[config.mk]
export PLATFORM = sky130hd
export DESIGN_NAME = tas_alarm_top
export DESIGN_NICKNAME = d
export VERILOG_FILES = /design/src/tas_pkg.sv /design/src/tas_alarm_top.sv /design/src/tas_sync2.sv /design/src/tas_overtemp_out_n_chan.sv
export SDC_FILE = /design/constraint.sdc
export NUM_CORES = 1
export LEC_CHECK = 0
export BUFFER_PORTS_ARGS = -buffer_cell sky130_fd_sc_hd__buf_2
export CAP_MARGIN = 40
export CORE_MARGIN = 1.5
export CORE_UTILIZATION = 40
export CTS_CLUSTER_DIAMETER = 200
export DETAILED_ROUTE_END_ITERATION = 10
export GPL_ROUTABILITY_DRIVEN = 0
export PLACE_DENSITY = 0.63
export SLEW_MARGIN = 20
export SYNTH_ARGS = -nofsm -noshare
export SYNTH_HDL_FRONTEND = slang
export SYNTH_HIERARCHICAL = 1
export SYNTH_SLANG_ARGS = --single-unit
export TNS_END_PERCENT = 10
[constraint.sdc]
create_clock -name ref_clk -period 10.1 [get_ports ref_clk]
set_clock_uncertainty 0.15 [all_clocks]
set_input_delay 2.02 -clock ref_clk [delete_from_list [all_inputs] [get_ports ref_clk]]
set_output_delay 2.02 -clock ref_clk [all_outputs]
set_load 0.02 [all_outputs]
[src/tas_pkg.sv]
// constants and types for the thermal alarm and standby block
// How it works
// config bit 6 high puts device in standby
// standby aborts conversion, stored temperatures untouched
// serial register access keeps working in standby
// one-shot write in standby converts both channels once
// one-shot data byte is thrown away
// limit writes in standby still raise alarm
// open comparator sampled at conversion start, flag bit 2
// open flag pulls enabled alarm pin low
// alarm maskable, overtemperature output never maskable
// alarm on above high, at/below low, open
// alarm releases after alert response, clear status
// overtemp low above its limit, self releasing
// overtemp releases at limit minus hysteresis
// overtemp limits reset 85, hysteresis 10, writable
// hysteresis is plain binary, one degree per bit
// host keeps overtemp limits at or above high
// shared pin selects alarm or second overtemp
// second overtemp uses high limits, same hysteresis
// each channel drives overtemp outputs on its own
// alert response answers own address, lowest wins
// compare after every conversion and limit write
// status flags sticky until host clears them
package tas_pkg;

  // timing
  localparam int unsigned     CLK_PERIOD_PS   = 4000;
  localparam int unsigned     CONV_PERIOD_US  = 62500;
  localparam longint unsigned CONV_PERIOD_LL  =
    (64'(CONV_PERIOD_US) * 64'd1000000) / 64'(CLK_PERIOD_PS);
  localparam int unsigned     CONV_PERIOD_CYC = int'(CONV_PERIOD_LL);

  // register pointers
  localparam logic [7:0] REG_LOCAL_TEMP  = 8'h00;
  localparam logic [7:0] REG_REMOTE_TEMP = 8'h01;
  localparam logic [7:0] REG_STATUS      = 8'h02;
  localparam logic [7:0] REG_CONFIG      = 8'h03;
  localparam logic [1:0][7:0] REG_HIGH_LIM  = {8'h06, 8'h04};
  localparam logic [1:0][7:0] REG_LOW_LIM   = {8'h07, 8'h05};
  localparam logic [1:0][7:0] REG_OVERTEMP_OUT_N_LIM = {8'h09, 8'h08};
  localparam logic [7:0] REG_HYST        = 8'h0a;
  localparam logic [7:0] REG_ONE_SHOT    = 8'h0f;

  // config and status fields
  localparam int unsigned CFG_MASK_BIT     = 7;
  localparam int unsigned CFG_STANDBY_BIT  = 6;
  localparam int unsigned CFG_PIN_MODE_BIT = 5;
  localparam logic [7:0]  CFG_WR_MASK      = 8'he0;
  localparam int unsigned STAT_OPEN_BIT    = 2;
  localparam logic [1:0][2:0] STAT_HIGH_BIT = {3'h4, 3'h6};
  localparam logic [1:0][2:0] STAT_LOW_BIT  = {3'h3, 3'h5};

  // reset values
  localparam logic [7:0] CFG_RST       = 8'h00;
  localparam logic [7:0] TEMP_RST      = 8'h00;
  localparam logic [7:0] HIGH_LIM_RST  = 8'h46;
  localparam logic [7:0] LOW_LIM_RST   = 8'h00;
  localparam logic [7:0] OVERTEMP_OUT_N_LIM_RST = 8'h55;
  localparam logic [7:0] HYST_RST      = 8'h0a;

  // serial bus
  localparam logic [6:0] ARA_ADDR         = 7'h0c;
  localparam logic [6:0] DEV_ADDR_DEFAULT = 7'h2a; // arbitrary value
  localparam logic [3:0] LAST_BIT         = 4'h7;
  localparam logic [3:0] ACK_SLOT         = 4'h8;
  localparam int unsigned NUM_CH          = 2;

  typedef struct packed {
    logic [7:0] remote_t;
    logic [7:0] local_t;
  } tas_temps_s;

  typedef struct packed {
    logic       stb;
    logic [7:0] ptr;
    logic [7:0] data;
  } tas_wr_s;

  typedef enum logic [2:0] {PH_IDLE, PH_ADDR, PH_PTR, PH_WDATA, PH_TX} tas_phase_e;
  typedef enum logic [1:0] {CV_IDLE, CV_BUSY} tas_conv_e;

endpackage

[src/tas_alarm_top.sv]
// alarm, standby and one-shot control with its serial register port
`timescale 1ns/1ps
`default_nettype none
module tas_alarm_top
  import tas_pkg::*;
#(
  parameter int unsigned CONV_CYC = CONV_PERIOD_CYC,
  parameter logic [6:0]  DEV_ADDR = DEV_ADDR_DEFAULT
) (
  // clock and reset
  input  wire logic       ref_clk,
  input  wire logic       rst,
  // serial bus pins
  input  wire logic       scl_in,
  input  wire logic       sda_in,
  output logic            sda_out,
  output logic            sda_oe_n,
  // converter
  output logic            conv_start,
  output logic            conv_abort,
  input  wire logic       conv_done,
  input  wire tas_temps_s conv_data,
  input  wire logic       open_cmp,
  // alarm pins
  output logic            shared_pin_n,
  output logic            overtemp_out_n,
  // state
  output logic            standby
);

  // pin synchronisers and edge finding
  logic [1:0] pin_s;
  logic       scl_d_q;
  logic       sda_d_q;

  tas_sync2 #(.W(2)) u_sync (
    .ref_clk (ref_clk),
    .rst     (rst),
    .din     ({scl_in, sda_in}),
    .dout    (pin_s)
  );

  wire scl_s      = pin_s[1];
  wire sda_s      = pin_s[0];
  wire scl_rise   = scl_s & ~scl_d_q;
  wire scl_fall   = ~scl_s & scl_d_q;
  wire start_cond = scl_s & scl_d_q & sda_d_q & ~sda_s;
  wire stop_cond  = scl_s & scl_d_q & ~sda_d_q & sda_s;

  always_ff @(posedge ref_clk) begin
    if (rst) begin
      scl_d_q <= 1'b1;
      sda_d_q <= 1'b1;
    end else begin
      scl_d_q <= scl_s;
      sda_d_q <= sda_s;
    end
  end

  // register state
  logic [7:0]      cfg_q;
  logic [7:0]      status_q;
  logic [7:0]      status_d;
  logic [7:0]      hyst_q;
  logic [1:0][7:0] temp_q;
  logic [7:0]      hi_q [NUM_CH];
  logic [7:0]      lo_q [NUM_CH];
  logic [7:0]      th_q [NUM_CH];
  logic [7:0]      st_set;
  logic            alert_q;
  logic            eval_q;

  // serial slave state
  tas_phase_e phase_q, phase_d;
  logic [3:0] cnt_q, cnt_d;
  logic [7:0] sh_q, sh_d;
  logic [7:0] tx_q, tx_d;
  logic [7:0] ptr_q, ptr_d;
  logic       ara_q, ara_d;
  logic       ack_q, ack_d;
  logic       seen_q, seen_d;
  logic       drv_d;
  logic       ara_done_q, ara_done_d;
  tas_wr_s    wr_q, wr_d;

  wire        drv_q     = ~sda_oe_n;
  wire [7:0]  full_byte = {sh_q[6:0], sda_s};
  wire        mask_on   = cfg_q[CFG_MASK_BIT];
  wire        pin_mode  = cfg_q[CFG_PIN_MODE_BIT];
  wire        alert_drv = alert_q & ~mask_on & ~pin_mode;
  wire        addr_dev  = full_byte[7:1] == DEV_ADDR;
  wire        addr_ara  = (full_byte[7:1] == ARA_ADDR) & full_byte[0] & alert_drv;
  wire        in_tx     = phase_q == PH_TX;

  // read selection
  wire [7:0] rd_reg =
    (ptr_q == REG_LOCAL_TEMP)   ? temp_q[0] :
    (ptr_q == REG_REMOTE_TEMP)  ? temp_q[1] :
    (ptr_q == REG_STATUS)       ? status_q  :
    (ptr_q == REG_CONFIG)       ? cfg_q     :
    (ptr_q == REG_HIGH_LIM[0])  ? hi_q[0]   :
    (ptr_q == REG_LOW_LIM[0])   ? lo_q[0]   :
    (ptr_q == REG_HIGH_LIM[1])  ? hi_q[1]   :
    (ptr_q == REG_LOW_LIM[1])   ? lo_q[1]   :
    (ptr_q == REG_OVERTEMP_OUT_N_LIM[0]) ? th_q[0]   :
    (ptr_q == REG_OVERTEMP_OUT_N_LIM[1]) ? th_q[1]   :
    (ptr_q == REG_HYST)         ? hyst_q    : 8'h00;
  wire [7:0] rd_byte = ara_q ? {DEV_ADDR, 1'b1} : rd_reg;

  // serial slave next state; it runs regardless of standby
  always_comb begin
    phase_d    = phase_q;
    cnt_d      = cnt_q;
    sh_d       = sh_q;
    tx_d       = tx_q;
    ptr_d      = ptr_q;
    ara_d      = ara_q;
    ack_d      = ack_q;
    seen_d     = seen_q;
    drv_d      = drv_q;
    wr_d       = '0;
    ara_done_d = 1'b0;
    if (start_cond) begin
      phase_d = PH_ADDR;
      cnt_d   = 4'h0;
      drv_d   = 1'b0;
      seen_d  = 1'b0;
      ack_d   = 1'b0;
      ara_d   = 1'b0;
    end else if (stop_cond) begin
      phase_d = PH_IDLE;
      drv_d   = 1'b0;
    end else if (phase_q != PH_IDLE && scl_rise) begin
      seen_d = 1'b1;
      if (cnt_q == ACK_SLOT) begin
        if (in_tx && sda_s) begin
          phase_d = PH_IDLE;
        end
      end else if (in_tx) begin
        if (tx_q[7] && !sda_s) begin
          // another device with a lower address wins the alert response
          phase_d = PH_IDLE;
          drv_d   = 1'b0;
        end else if (cnt_q == LAST_BIT && ara_q) begin
          ara_done_d = 1'b1;
        end
      end else begin
        sh_d = full_byte;
        if (cnt_q == LAST_BIT) begin
          ack_d = 1'b1;
          case (phase_q)
            PH_ADDR: begin
              if (addr_dev || addr_ara) begin
                ara_d   = addr_ara;
                phase_d = full_byte[0] ? PH_TX : PH_PTR;
              end else begin
                ack_d   = 1'b0;
                phase_d = PH_IDLE;
              end
            end
            PH_PTR: begin
              ptr_d   = full_byte;
              phase_d = PH_WDATA;
            end
            PH_WDATA: begin
              wr_d.stb  = 1'b1;
              wr_d.ptr  = ptr_q;
              wr_d.data = full_byte;
            end
            default: begin
              ack_d = 1'b0;
            end
          endcase
        end
      end
    end else if (phase_q != PH_IDLE && scl_fall && seen_q) begin
      seen_d = 1'b0;
      if (cnt_q == LAST_BIT) begin
        cnt_d = ACK_SLOT;
        drv_d = ack_q;
      end else if (cnt_q == ACK_SLOT) begin
        cnt_d = 4'h0;
        ack_d = 1'b0;
        tx_d  = rd_byte;
        drv_d = in_tx & ~rd_byte[7];
      end else begin
        cnt_d = cnt_q + 4'h1;
        tx_d  = {tx_q[6:0], 1'b0};
        drv_d = in_tx & ~tx_q[6];
      end
    end
  end

  always_ff @(posedge ref_clk) begin
    if (rst) begin
      phase_q    <= PH_IDLE;
      cnt_q      <= 4'h0;
      sh_q       <= 8'h00;
      tx_q       <= 8'h00;
      ptr_q      <= 8'h00;
      ara_q      <= 1'b0;
      ack_q      <= 1'b0;
      seen_q     <= 1'b0;
      sda_oe_n   <= 1'b1;
      sda_out    <= 1'b0;
      wr_q       <= '0;
      ara_done_q <= 1'b0;
    end else begin
      phase_q    <= phase_d;
      cnt_q      <= cnt_d;
      sh_q       <= sh_d;
      tx_q       <= tx_d;
      ptr_q      <= ptr_d;
      ara_q      <= ara_d;
      ack_q      <= ack_d;
      seen_q     <= seen_d;
      sda_oe_n   <= ~drv_d;
      sda_out    <= 1'b0;
      wr_q       <= wr_d;
      ara_done_q <= ara_done_d;
    end
  end

  // write decode
  wire wr_cfg      = wr_q.stb && wr_q.ptr == REG_CONFIG;
  wire wr_status   = wr_q.stb && wr_q.ptr == REG_STATUS;
  wire wr_hyst     = wr_q.stb && wr_q.ptr == REG_HYST;
  wire wr_one_shot = wr_q.stb && wr_q.ptr == REG_ONE_SHOT;
  logic [NUM_CH-1:0] wr_lim;

  // conversion sequencer
  tas_conv_e   conv_q;
  logic [23:0] timer_q;
  logic        oneshot_pend_q;
  logic        oneshot_q;

  localparam logic [23:0] CONV_LAST = 24'(CONV_CYC - 1);

  wire stby      = cfg_q[CFG_STANDBY_BIT];
  wire busy      = conv_q == CV_BUSY;
  wire start_go  = !busy && (stby ? oneshot_pend_q : timer_q == CONV_LAST);
  wire abort_now = busy && stby && !oneshot_q;
  wire commit    = busy && !abort_now && conv_done;
  wire open_hit  = start_go && open_cmp;

  always_ff @(posedge ref_clk) begin
    if (rst) begin
      conv_q <= CV_IDLE;
    end else if (start_go) begin
      conv_q <= CV_BUSY;
    end else if (abort_now || commit) begin
      conv_q <= CV_IDLE;
    end
  end

  always_ff @(posedge ref_clk) begin
    if (rst) begin
      timer_q        <= 24'h000000;
      oneshot_pend_q <= 1'b0;
      oneshot_q      <= 1'b0;
      conv_start     <= 1'b0;
      conv_abort     <= 1'b0;
    end else begin
      if (start_go) begin
        timer_q <= 24'h000000;
      end else if (!stby && timer_q != CONV_LAST) begin
        timer_q <= timer_q + 24'h000001;
      end
      oneshot_pend_q <= stby && (wr_one_shot || (oneshot_pend_q && !start_go));
      if (start_go) begin
        oneshot_q <= stby;
      end
      conv_start <= start_go;
      conv_abort <= abort_now;
    end
  end

  // stored temperatures change only on a finished conversion
  always_ff @(posedge ref_clk) begin
    if (rst) begin
      temp_q <= {TEMP_RST, TEMP_RST};
      eval_q <= 1'b0;
    end else begin
      if (commit) begin
        temp_q <= conv_data;
      end
      eval_q <= commit || (|wr_lim);
    end
  end

  // config and hysteresis
  always_ff @(posedge ref_clk) begin
    if (rst) begin
      cfg_q  <= CFG_RST;
      hyst_q <= HYST_RST;
    end else begin
      if (wr_cfg) begin
        cfg_q <= wr_q.data & CFG_WR_MASK;
      end
      if (wr_hyst) begin
        hyst_q <= wr_q.data;
      end
    end
  end

  // per channel limits, flags and overtemperature comparators
  logic [NUM_CH-1:0] high_hit;
  logic [NUM_CH-1:0] low_hit;
  logic [NUM_CH-1:0] ot_act;
  logic [NUM_CH-1:0] ot2_act;

  for (genvar i = 0; i < NUM_CH; i++) begin : g_ch
    wire wr_hi = wr_q.stb && wr_q.ptr == REG_HIGH_LIM[i];
    wire wr_lo = wr_q.stb && wr_q.ptr == REG_LOW_LIM[i];
    wire wr_th = wr_q.stb && wr_q.ptr == REG_OVERTEMP_OUT_N_LIM[i];

    assign wr_lim[i]   = wr_hi || wr_lo || wr_th;
    assign high_hit[i] = eval_q && temp_q[i] > hi_q[i];
    assign low_hit[i]  = eval_q && temp_q[i] <= lo_q[i];

    always_ff @(posedge ref_clk) begin
      if (rst) begin
        hi_q[i] <= HIGH_LIM_RST;
        lo_q[i] <= LOW_LIM_RST;
        th_q[i] <= OVERTEMP_OUT_N_LIM_RST;
      end else begin
        if (wr_hi) begin
          hi_q[i] <= wr_q.data;
        end
        if (wr_lo) begin
          lo_q[i] <= wr_q.data;
        end
        if (wr_th) begin
          th_q[i] <= wr_q.data;
        end
      end
    end

    tas_overtemp_out_n_chan u_ot (
      .ref_clk  (ref_clk),
      .rst      (rst),
      .temp     (temp_q[i]),
      .limit    (th_q[i]),
      .hyst     (hyst_q),
      .active_q (ot_act[i])
    );

    tas_overtemp_out_n_chan u_ot2 (
      .ref_clk  (ref_clk),
      .rst      (rst),
      .temp     (temp_q[i]),
      .limit    (hi_q[i]),
      .hyst     (hyst_q),
      .active_q (ot2_act[i])
    );
  end

  // sticky status, set wins over a write-one clear
  always_comb begin
    st_set                = 8'h00;
    st_set[STAT_OPEN_BIT] = open_hit;
    for (int i = 0; i < NUM_CH; i++) begin
      st_set[STAT_HIGH_BIT[i]] = high_hit[i];
      st_set[STAT_LOW_BIT[i]]  = low_hit[i];
    end
    status_d = (status_q & ~(wr_status ? wr_q.data : 8'h00)) | st_set;
  end

  always_ff @(posedge ref_clk) begin
    if (rst) begin
      status_q <= 8'h00;
    end else begin
      status_q <= status_d;
    end
  end

  // alarm holds while any flag is set, then waits for an alert response
  always_ff @(posedge ref_clk) begin
    if (rst) begin
      alert_q <= 1'b0;
    end else begin
      alert_q <= (|status_q) || (alert_q && !ara_done_q);
    end
  end

  // output pins
  always_ff @(posedge ref_clk) begin
    if (rst) begin
      shared_pin_n   <= 1'b1;
      overtemp_out_n <= 1'b1;
      standby        <= 1'b0;
    end else begin
      shared_pin_n   <= pin_mode ? ~(|ot2_act) : ~alert_drv;
      overtemp_out_n <= ~(|ot_act);
      standby        <= stby;
    end
  end

endmodule
`default_nettype wire

[src/tas_sync2.sv]
// two-flop synchroniser for pin inputs
`timescale 1ns/1ps
`default_nettype none
module tas_sync2 #(
  parameter int unsigned W = 2
) (
  // clock and reset
  input  wire logic         ref_clk,
  input  wire logic         rst,
  // data
  input  wire logic [W-1:0] din,
  output logic      [W-1:0] dout
);
  logic [W-1:0] meta_q;

  always_ff @(posedge ref_clk) begin
    if (rst) begin
      meta_q <= '1;
      dout   <= '1;
    end else begin
      meta_q <= din;
      dout   <= meta_q;
    end
  end
endmodule
`default_nettype wire

[src/tas_overtemp_out_n_chan.sv]
// one overtemperature comparator with hysteresis
`timescale 1ns/1ps
`default_nettype none
module tas_overtemp_out_n_chan
  import tas_pkg::*;
(
  // clock and reset
  input  wire logic       ref_clk,
  input  wire logic       rst,
  // compare inputs
  input  wire logic [7:0] temp,
  input  wire logic [7:0] limit,
  input  wire logic [7:0] hyst,
  // state
  output logic            active_q
);
  wire [7:0] release_at = (limit > hyst) ? 8'(limit - hyst) : 8'h00;
  wire       set_hit    = temp > limit;
  wire       still_hot  = temp > release_at;

  always_ff @(posedge ref_clk) begin
    if (rst) begin
      active_q <= 1'b0;
    end else begin
      active_q <= active_q ? still_hot : set_hit;
    end
  end
endmodule
`default_nettype wire

==> out/summary.txt, run 1 <==
Status: finished, final reports clean
Core area: 0.0296 sq mm
Lkg Pwr: 5.36 nW
Setup TNS: 0 ns
# Max-Cap Violations: 0
CP top delay family: buffers and inverters
Initial antenna violation count: 1
First-pass GRT wire length: 50600 um
CTS root buffer: clkbuf_16
Post-layout instance area: 0.0131 sq mm
Synth area leaders: dfxtp_1, ha_1, edfxtp_1
Most used DFF post-synth: dfxtp_1
Share of cells above drive strength 1: 8.85%
Layout Nets: 1512
Final Critical Period: 3.61 ns
Post-CTS Setup Inserts: 0
Crit-path cells: buf_4 > buf_4 > nand2b_1 > nor2_2 > and2_1
Synth Area per Inst: 8.94 sq um
Worst vdd ir: 0.000112 V
Slowest-stage cell, CP: buf_4
Antenna violation net count after detailed routing: 0
Die area: 0.0312 sq mm
Utilization after layout: 44.1%
CTS tree: done
Critical path type: in2reg
Drt first pass iters: 6
CTS Hold Bufs: 0
Via count: 9984
N_diodes: 0
Area growth syn-to-layout: 8.26%
Num Clock Sinks: 179
Max Buffers Root-to-Sink: 2
Cell Pwr Density: 117 mW/mm^2
Post-Syn Area: 0.0121 sq mm
GRT Overall Usage: 21.2%
Largest net degree at the start of global routing: 59
Required @ worst endpoint: 10.15 ns
Leading area contributor after synthesis: dfxtp_1
Fmax: 0.277 GHz
Crit path DAT: 3.65 ns
Period utilization: 35.7%
Most frequent cells in the layout: ha_1, dfxtp_1, inv_1
Vias in the first global route: 9373
Setup violations, final: 0
Port bufs: 27
Crit path top cell by count: buf_4
RSZ-0062 raised after global routing: no
Syn. warnings: 6
Fin. max-slew vios: 0
Top Ports: 29
Register area share after synthesis: 33.7%
Post-synth EDFFs: 48
Grt ovf: 0
Syn_nets: 1506
Site Rows: 63
Per-cell routed wire length: 18.5 um
Post-cts resize count: 0
CP Buf/Inv Count: 2
Worst setup EP type: flip-flop
Synth Instances: 1349
Final Hold Vio Count: 0
Die height: 177 um
HPWL Detailed: 23600 um
Synthesized flop and latch total: 179
CTS buffer count: 17
Yosys top cell area share: 21.7%
Max incr delay on CP: 0.61 ns
Worst slew margin: 42.3%
Max FO, Critical Path: 58
DRC: 0
Overall power: 1.53 mW
Fillers: 2944
Starting Density: 40.7%
FF-to-FF setup slack: 6.52 ns
Clk_lat worst skew: 0.46 ns
Placed cell areas: 0.0125 sq mm
H-tree level count: 4
Min-Delay Path Class: reg2reg
Final wirelength: 32400 um
Vias per inst: 5.68
Netlist cell types: 87
Startpoint Class: input pin
Clock-pin slew on the worst setup and hold paths: 0.06 ns
Initial DRC count: 1055
Chip width: 177 um
FFs w/ async S/R, synth: 0%
Actual slew at the worst max-slew pin: 0.864 ns
report_power, final:
part | leakage, nW | internal (mW) | switching (mW)
clock network | 0.285 | 0.361 | 0.309
registers | 1.49 | 0.745 | 0.0135
logic | 3.58 | 0.0410 | 0.0590
total | 5.36 | 1.15 | 0.382
flip-flops by register name, summed over array words and instances, names as in the netlist, 16 cells and up:
name / count
temp_q: 16
lo_q: 16
th_q: 16
hi_q: 16
timer_q: 24
wr_q: 17
synthesized netlist by cell type, drive strengths merged, types with 40 or more instances:
library cell / instances
nand2: 73
mux2i: 57
dfxtp: 131
nand4: 40
a21oi: 84
and2: 52
edfxtp: 48
ha: 131
nand2b: 42
inv: 120
nor2: 123
o21ai: 65
worst reg2reg max path, stage by stage, from the launching register on:
cell	delay (ns)
dfxtp_1	0.74
inv_1	0.10
ha_1	0.31
nor2b_4	0.13
o31a_1	0.28
o21ai_0	0.23
xnor2_1	0.16
nand2_1	0.09
ha_1	0.29
nand4_1	0.14
a31oi_1	0.18
a211oi_1	0.08
or4b_1	0.51
o41ai_1	0.08
logic make-up after synthesis:
kind of cell / share of synthesized area, %
DFF: 33.7
muxes: 4.73
other: 0.0311
xor gates and xnor gates: 2.18
and+or+nand+nor: 23.3
AOI/OAI and AO/OA: 16.1
adders and majority gates: 14.2
buffers and inverters: 5.72
per-stage QoR:
stage	hold WS (ns)	instances	setup slack [ns]
2_1_floorplan	0.233	1349	6.40
3_3_place_gp	0.243	1725	6.07
3_5_place_dp	0.242	1725	6.05
4_1_cts	0.265	1756	6.51
5_1_grt	0.278	1757	6.29
6_report	0.259	1757	6.49
routing by layer:
layer	wire length, um	up-vias	global-route usage (%)
met3	2100	65	3.78
met5	0	-	0
met1	15300	4737	29.1
li1	-	4863	-
met2	14100	319	33.2
met4	894	0	7.49
final cells by class:
class / instances / area [sq um] / share of cell area [%]
clock buffer: 20 / 458 / 3.51
clock inverter: 11 / 119 / 0.910
inverter: 120 / 450 / 3.45
multi-input combinational: 1005 / 7310 / 56.0
sequential: 179 / 4060 / 31.1
tap: 390 / 488 / 3.74
timing repair buffer: 32 / 173 / 1.32
final timing paths:
path,endpoint,cells after the start,start
worst min register to register,u_sync/dout[0]$_SDFF_PP1_,1,u_sync/meta_q[0]$_SDFF_PP1_
worst max register to register,g_ch[0].u_ot/active_q$_SDFF_PP0_,13,hyst_q[1]$_SDFFE_PP1P_
worst max-delay path,lo_q[0][4]$_SDFFCE_PN0P_,5,rst
worst min-delay path,u_sync/dout[0]$_SDFF_PP1_,1,u_sync/meta_q[0]$_SDFF_PP1_
No activity file was read; power rests on OpenSTA's default activity.
==> run 2, diff against run 1 <==
clock period = 3.5 ns   (was 10.1 ns; I/O delays follow)
==> out/summary.txt, run 2 (same netlist as run 1, synthesis figures left out) <==
Clock-pin slew on the worst setup and hold paths: 0.09 ns (was 0.06 ns)
Initial antenna violation count: 0 (was 1)
Min-Delay Path Class: reg2reg (unchanged)
Crit-path cells: inv_1 > ha_1 > fa_2 > and2b_1 > o21ai_1 > a21o_1 > a31oi_4 > buf_4 > nand3b_1 > ha_1 > a211oi_1 > o21ai_0 > a31oi_1 > o21ai_0 (was buf_4 > buf_4 > nand2b_1 > nor2_2 > and2_1)
Antenna violation net count after detailed routing: 0 (unchanged)
Slowest-stage cell, CP: fa_2 (was buf_4)
Utilization after layout: 44.7% (was 44.1%)
Per-cell routed wire length: 18.3 um (was 18.5 um)
Sw frac: 27.9% (was 25.0%)
Largest net degree at the start of global routing: 28 (was 59)
Status: finished, final reports clean (unchanged)
CP Buf/Inv Count: 2 (unchanged)
Critical path type: reg2reg (was in2reg)
Seq pwr share: 48.0% (was 49.6%)
WHS Path Cells: 1 (unchanged)
Top Registers: timer_q: 24 flops, wr_q: 17 flops (unchanged)
Vias in the first global route: 9397 (was 9373)
Worst vdd ir: 0.000369 V (was 0.000112 V)
Most frequent cells in the layout: ha_1, dfxtp_1, inv_1 (unchanged)
N_diodes: 0 (unchanged)
Commonest non-fill, non-tap cell in the layout: ha_1
Crit path DAT: 3.46 ns (was 3.65 ns)
CTS buffer count: 17 (unchanged)
Area growth syn-to-layout: 9.83% (was 8.26%)
CTS tree: done (unchanged)
Starting Density: 40.7% (unchanged)
Cell Pwr Density: 343 mW/mm^2 (was 117 mW/mm^2)
Chip width: 177 um (unchanged)
Max incr delay on CP: 0.41 ns (was 0.61 ns)
Setup TNS: 0 ns (unchanged)
Clk_lat worst skew: 0.45 ns (was 0.46 ns)
Overall power: 4.55 mW (was 1.53 mW)
Period utilization: 94.3%
Layout Nets: 1526 (was 1512)
Initial DRC count: 822 (was 1055)
Final wirelength: 32400 um (about the same)
Final Hold Vio Count: 0 (unchanged)
R2R cell count: 14 (was 13)
CTS Hold Bufs: 0 (unchanged)
Grt ovf: 0 (unchanged)
Logic gate share of total power: 6.7% (was 6.5%)
CP top delay family: compound AO/OA/AOI/OAI gates (was buffers and inverters)
Lkg Pwr: 5.44 nW (was 5.36 nW)
FF-to-FF End: g_ch[1].u_ot/active_q$_SDFF_PP0_ (was g_ch[0].u_ot/active_q$_SDFF_PP0_)
Setup violations, final: 0 (unchanged)
Worst slew margin: 40.0% (was 42.3%)
Required @ worst endpoint: 3.66 ns (was 10.15 ns)
CTS root buffer: clkbuf_16 (unchanged)
Max FO, Critical Path: 6 (was 58)
Final Critical Period: 3.30 ns
RSZ-0062 raised after global routing: yes (was no)
Via count: 10038 (was 9984)
Fin. max-slew vios: 0 (unchanged)
P_int: 3.28 mW (was 1.15 mW)
Worst Hold End: u_sync/dout[1]$_SDFF_PP1_ (was u_sync/dout[0]$_SDFF_PP1_)
Max reg flops: 24 (unchanged)
H-tree level count: 4 (unchanged)
NetSw: 1.27 mW (was 0.382 mW)
Largest Register: timer_q (unchanged)
Die height: 177 um (unchanged)
FF-to-FF setup slack: 0.20 ns (was 6.52 ns)
Drt first pass iters: 6 (unchanged)
Core area: 0.0296 sq mm (unchanged)
# Max-Cap Violations: 0 (unchanged)
Die area: 0.0312 sq mm (unchanged)
Fmax: 0.303 GHz
Site Rows: 63 (unchanged)
Port bufs: 27 (unchanged)
Share of cells above drive strength 1: 11.0% (was 8.85%)
Startpoint Class: flip-flop (was input pin)
Vias per inst: 5.66 (was 5.68)
Max Buffers Root-to-Sink: 2 (unchanged)
HPWL Detailed: 23800 um (was 23600 um)
GRT Overall Usage: 21.4% (was 21.2%)
Clk pwr share: 45.3% (was 43.8%)
Actual slew at the worst max-slew pin: 0.898 ns (was 0.864 ns)
Hold path start: u_sync/meta_q[1]$_SDFF_PP1_ (was u_sync/meta_q[0]$_SDFF_PP1_)
Top Ports: 29 (unchanged)
Num Clock Sinks: 179 (unchanged)
DRC: 0 (unchanged)
First-pass GRT wire length: 51500 um (was 50600 um)
Worst setup EP type: flip-flop (unchanged)
Reg-to-Reg Start: th_q[1][0]$_SDFFCE_PN1P_ (was hyst_q[1]$_SDFFE_PP1P_)
## run 2: cell types whose count changed in the layout (fill, tap and decap cells not counted), moves of 3 or more
| cell | change |
|---|---|
| clkinv_8 | +3 |
| buf_4 | +14 |
| fa_1 | -3 |
| fa_2 | +3 |
| dfxtp_2 | +8 |
| dfxtp_1 | -8 |
| inv_12 | +6 |
| clkinv_4 | -3 |
## run 2: cell type report
type                            count  area, sq um
Fill cell                        2957        16400
Clock inverter                     15          206
Sequential cell                   179         4070
Timing Repair Buffer               46          280
Multi-Input combinational cell   1005         7330
Tap cell                          390          488
Inverter                          120          450
Clock buffer                       17          425
## run 2: power by group through the flow
| stage | clock (mW) | sequential [mW] | combinational, mW |
|---|---|---|---|
| final | 2.06 | 2.18 | 0.305 |
| after global routing | 2.18 | 2.19 | 0.346 |
| after CTS | 2.10 | 2.18 | 0.302 |
| after detailed placement | 0 | 2.23 | 0.299 |
| after global placement | 0 | 2.23 | 0.291 |
| after floorplan | 0 | 2.21 | 0.230 |
## run 2: worst max-delay path by stage
stage                                   startpoint                           endpoint  slack [ns]  depth (start not counted)
after detailed placement    hyst_q[1]$_SDFFE_PP1P_  g_ch[0].u_ot2/active_q$_SDFF_PP0_        0.09                         13
final                     th_q[1][0]$_SDFFCE_PN1P_   g_ch[1].u_ot/active_q$_SDFF_PP0_        0.20                         14
after global routing      hi_q[0][0]$_SDFFCE_PN0P_  g_ch[0].u_ot2/active_q$_SDFF_PP0_       -0.01                         14
after global placement      hyst_q[1]$_SDFFE_PP1P_   g_ch[0].u_ot/active_q$_SDFF_PP0_        0.22                         13
after CTS                   hyst_q[1]$_SDFFE_PP1P_  g_ch[0].u_ot2/active_q$_SDFF_PP0_        0.07                         13
after floorplan           th_q[1][0]$_SDFFCE_PN1P_   g_ch[1].u_ot/active_q$_SDFF_PP0_        0.32                         14
## run 2: stage by stage
stage / hold WS (ns) / setup WS, ns / area [sq um] / instances
2_1_floorplan: 0.233 / 0.316 / 12100 / 1349
3_3_place_gp: 0.242 / 0.215 / 12600 / 1736
3_5_place_dp: 0.243 / 0.0926 / 12600 / 1736
4_1_cts: 0.265 / 0.0677 / 13200 / 1768
5_1_grt: 0.269 / -0.0134 / 13300 / 1772
6_report: 0.257 / 0.201 / 13300 / 1772
## run 2: timing repair
item | CTS | global route
resized for setup | 0 | 17
endpoints found under the setup margin | 0 | 4
setup buffers | 0 | 3
## run 2: routing by layer
metal / wire length [um] / global-route usage [%] / vias to the layer above
met3: 2270 / 4.68 / 45
met1: 15200 / 30.1 / 4799
li1: - / - / 4890
met5: 0 / 0.641 / -
met2: 14400 / 33.0 / 304
met4: 601 / 5.61 / 0
==> run 3, diff against run 2 <==
CELL_PAD_IN_SITES_DETAIL_PLACEMENT = 0   (was unset)
CELL_PAD_IN_SITES_GLOBAL_PLACEMENT = 1   (was unset)
PLACE_DENSITY = 0.76   (was 0.63)
==> out/summary.txt, run 3 (same netlist as run 1, synthesis figures left out) <==
Overall power: 4.43 mW (was 4.55 mW)
Initial DRC count: 843 (was 822)
Clk_lat worst skew: 0.45 ns (about the same)
Top Registers: timer_q: 24 flops, wr_q: 17 flops (unchanged)
CTS tree: done (unchanged)
Starting Density: 40.7% (unchanged)
Crit path top cell by count: ha_1
Final Hold Vio Count: 0 (unchanged)
Num Clock Sinks: 179 (unchanged)
Commonest non-fill, non-tap cell in the layout: ha_1 (unchanged)
Cell Pwr Density: 335 mW/mm^2 (was 343 mW/mm^2)
First-pass GRT wire length: 51400 um (was 51500 um)
Per-cell routed wire length: 18.4 um (was 18.3 um)
Post-layout instance area: 0.0132 sq mm (was 0.0133 sq mm)
Setup violations, final: 0 (unchanged)
Met3 wire length: 2160 um (was 2270 um)
DRC: 0 (unchanged)
Max reg flops: 24 (unchanged)
Setup crit start: th_q[0][0]$_SDFFCE_PN1P_ (was th_q[1][0]$_SDFFCE_PN1P_)
Setup TNS: 0 ns (unchanged)
Min-Delay Path Class: reg2reg (unchanged)
Worst setup EP type: flip-flop (unchanged)
Crit path DAT: 3.56 ns (was 3.46 ns)
# Max-Cap Violations: 0 (unchanged)
Crit-path cells: inv_1 > ha_1 > fa_1 > nor2b_1 > o21ai_0 > a21oi_1 > o22a_2 > o311ai_1 > ha_1 > nand4_1 > a31oi_1 > a211oi_1 > or4b_1 > o41ai_1 (was inv_1 > ha_1 > fa_2 > and2b_1 > o21ai_1 > a21o_1 > a31oi_4 > buf_4 > nand3b_1 > ha_1 > a211oi_1 > o21ai_0 > a31oi_1 > o21ai_0)
Max incr delay on CP: 0.51 ns (was 0.41 ns)
Max FO, Critical Path: 8 (was 6)
Worst vdd ir: 0.000397 V (was 0.000369 V)
Slowest-stage cell, CP: or4b_1 (was fa_2)
Pre-CTS setup slack: 0.0929 ns (was 0.0926 ns)
Max Buffers Root-to-Sink: 2 (unchanged)
FF-to-FF End: g_ch[0].u_ot/active_q$_SDFF_PP0_ (was g_ch[1].u_ot/active_q$_SDFF_PP0_)
Worst slew margin: 42.9% (was 40.0%)
FF-to-FF setup slack: 0.14 ns (was 0.20 ns)
Highest metal layer with signal wires: met4 (unchanged)
Wl on met1: 15600 um (was 15200 um)
Fillers: 2951 (was 2957)
Final Critical Period: 3.36 ns (was 3.30 ns)
HPWL Detailed: 24500 um (was 23800 um)
R2R cell count: 14 (unchanged)
Site Rows: 63 (unchanged)
H-tree level count: 4 (unchanged)
Area growth syn-to-layout: 9.69% (was 9.83%)
Largest net degree at the start of global routing: 48 (was 28)
Top Ports: 29 (unchanged)
N_diodes: 0 (unchanged)
Largest Register: timer_q (unchanged)
Critical path type: reg2reg (unchanged)
Fmax: 0.297 GHz (was 0.303 GHz)
Startpoint Class: flip-flop (unchanged)
Antenna violation net count after detailed routing: 0 (unchanged)
CTS buffer count: 17 (unchanged)
Drt first pass iters: 6 (unchanged)
Status: finished, final reports clean (unchanged)
Reg-to-Reg Start: th_q[0][0]$_SDFFCE_PN1P_ (was th_q[1][0]$_SDFFCE_PN1P_)
Most frequent cells in the layout: ha_1, dfxtp_1, inv_1 (unchanged)
Vias in the first global route: 9413 (was 9397)
CTS root buffer: clkbuf_16 (unchanged)
Chip width: 177 um (unchanged)
Placed cell areas: 0.0126 sq mm (about the same)
Required @ worst endpoint: 3.70 ns (was 3.66 ns)
Final WS setup: 0.136 ns (was 0.201 ns)
Final wirelength: 32700 um (was 32400 um)
Die height: 177 um (unchanged)
Critical Path End: g_ch[0].u_ot/active_q$_SDFF_PP0_ (was g_ch[1].u_ot/active_q$_SDFF_PP0_)
Core area: 0.0296 sq mm (unchanged)
Lkg Pwr: 5.45 nW (was 5.44 nW)
Initial antenna violation count: 0 (unchanged)
Vias per inst: 5.60 (was 5.66)
Die area: 0.0312 sq mm (unchanged)
Utilization after layout: 44.7% (about the same)
GRT Overall Usage: 21.5% (was 21.4%)
Grt ovf: 0 (unchanged)
Port bufs: 27 (unchanged)
Actual slew at the worst max-slew pin: 0.854 ns (was 0.898 ns)
Fin. max-slew vios: 0 (unchanged)
RSZ-0062 raised after global routing: yes (unchanged)
Clock-pin slew on the worst setup and hold paths: 0.07 ns (was 0.09 ns)
Via count: 9938 (was 10038)
Layout Nets: 1528 (was 1526)
Period utilization: 96.1% (was 94.3%)
DR WL met2: 14100 um (was 14400 um)
Share of cells above drive strength 1: 10.6% (was 11.0%)
[run 3: cell count changes in the layout (fill, tap and decap cells not counted), moves of 2 or more]
cell / change
dfxtp_1: +5
inv_12: -5
o21ai_0: +2
clkinv_4: +2
dfxtp_2: -5
o21ai_1: -2
[run 3: area by class of cell]
type                       instances  area, sq um  area share, %
clock inverter                    14          161           1.22
clock buffer                      18          439           3.32
inverter                         120          450           3.40
sequential                       179         4070           30.7
tap                              390          488           3.69
multi-input combinational       1005         7320           55.3
timing repair buffer              48          305           2.31
[run 3: what timing repair did]
action                                  CTS  global route
gates resized for setup                   0             8
endpoints found under the setup margin    0             4
hold buffers                              0             0
setup buffers                             0             3
[run 3: how the worst min path moves through the flow]
stage	from	end	cells past startpoint	slack (ns)
2_1_floorplan	u_sync/meta_q[1]$_SDFF_PP1_	u_sync/dout[1]$_SDFF_PP1_	1	0.23
3_3_place_gp	u_sync/meta_q[0]$_SDFF_PP1_	u_sync/dout[0]$_SDFF_PP1_	1	0.24
3_5_place_dp	u_sync/meta_q[1]$_SDFF_PP1_	u_sync/dout[1]$_SDFF_PP1_	1	0.25
4_1_cts	u_sync/meta_q[1]$_SDFF_PP1_	u_sync/dout[1]$_SDFF_PP1_	1	0.26
5_1_grt	u_sync/meta_q[1]$_SDFF_PP1_	u_sync/dout[1]$_SDFF_PP1_	1	0.28
6_report	u_sync/meta_q[0]$_SDFF_PP1_	u_sync/dout[0]$_SDFF_PP1_	1	0.26
[run 3: metrics by stage]
step	instances	hold slack, ns
after floorplan	1349	0.233
after global placement	1738	0.236
after detailed placement	1739	0.248
after CTS	1771	0.264
after global routing	1774	0.281
final	1774	0.262
[run 3: worst max-delay path, delay by kind of cell, from the launching register on]
family          cells  cell delay (ns)
fa+ha+maj           3             0.97
flops               1             0.37
buf+inv             1             0.05
compound gates      7             0.93
simple gates        3             0.80
[run 3: power by group]
part	internal (mW)	switching, mW
sequential	2.15	0.0320
clock	0.981	0.965
combinational	0.125	0.179
total	3.26	1.18
[run 3: metal layers]
metal  track usage, %  up-vias
met1             30.4     4732
met4             7.94        0
met5                0        -
li1                 -     4889
met3             3.61       47
met2             32.7      270
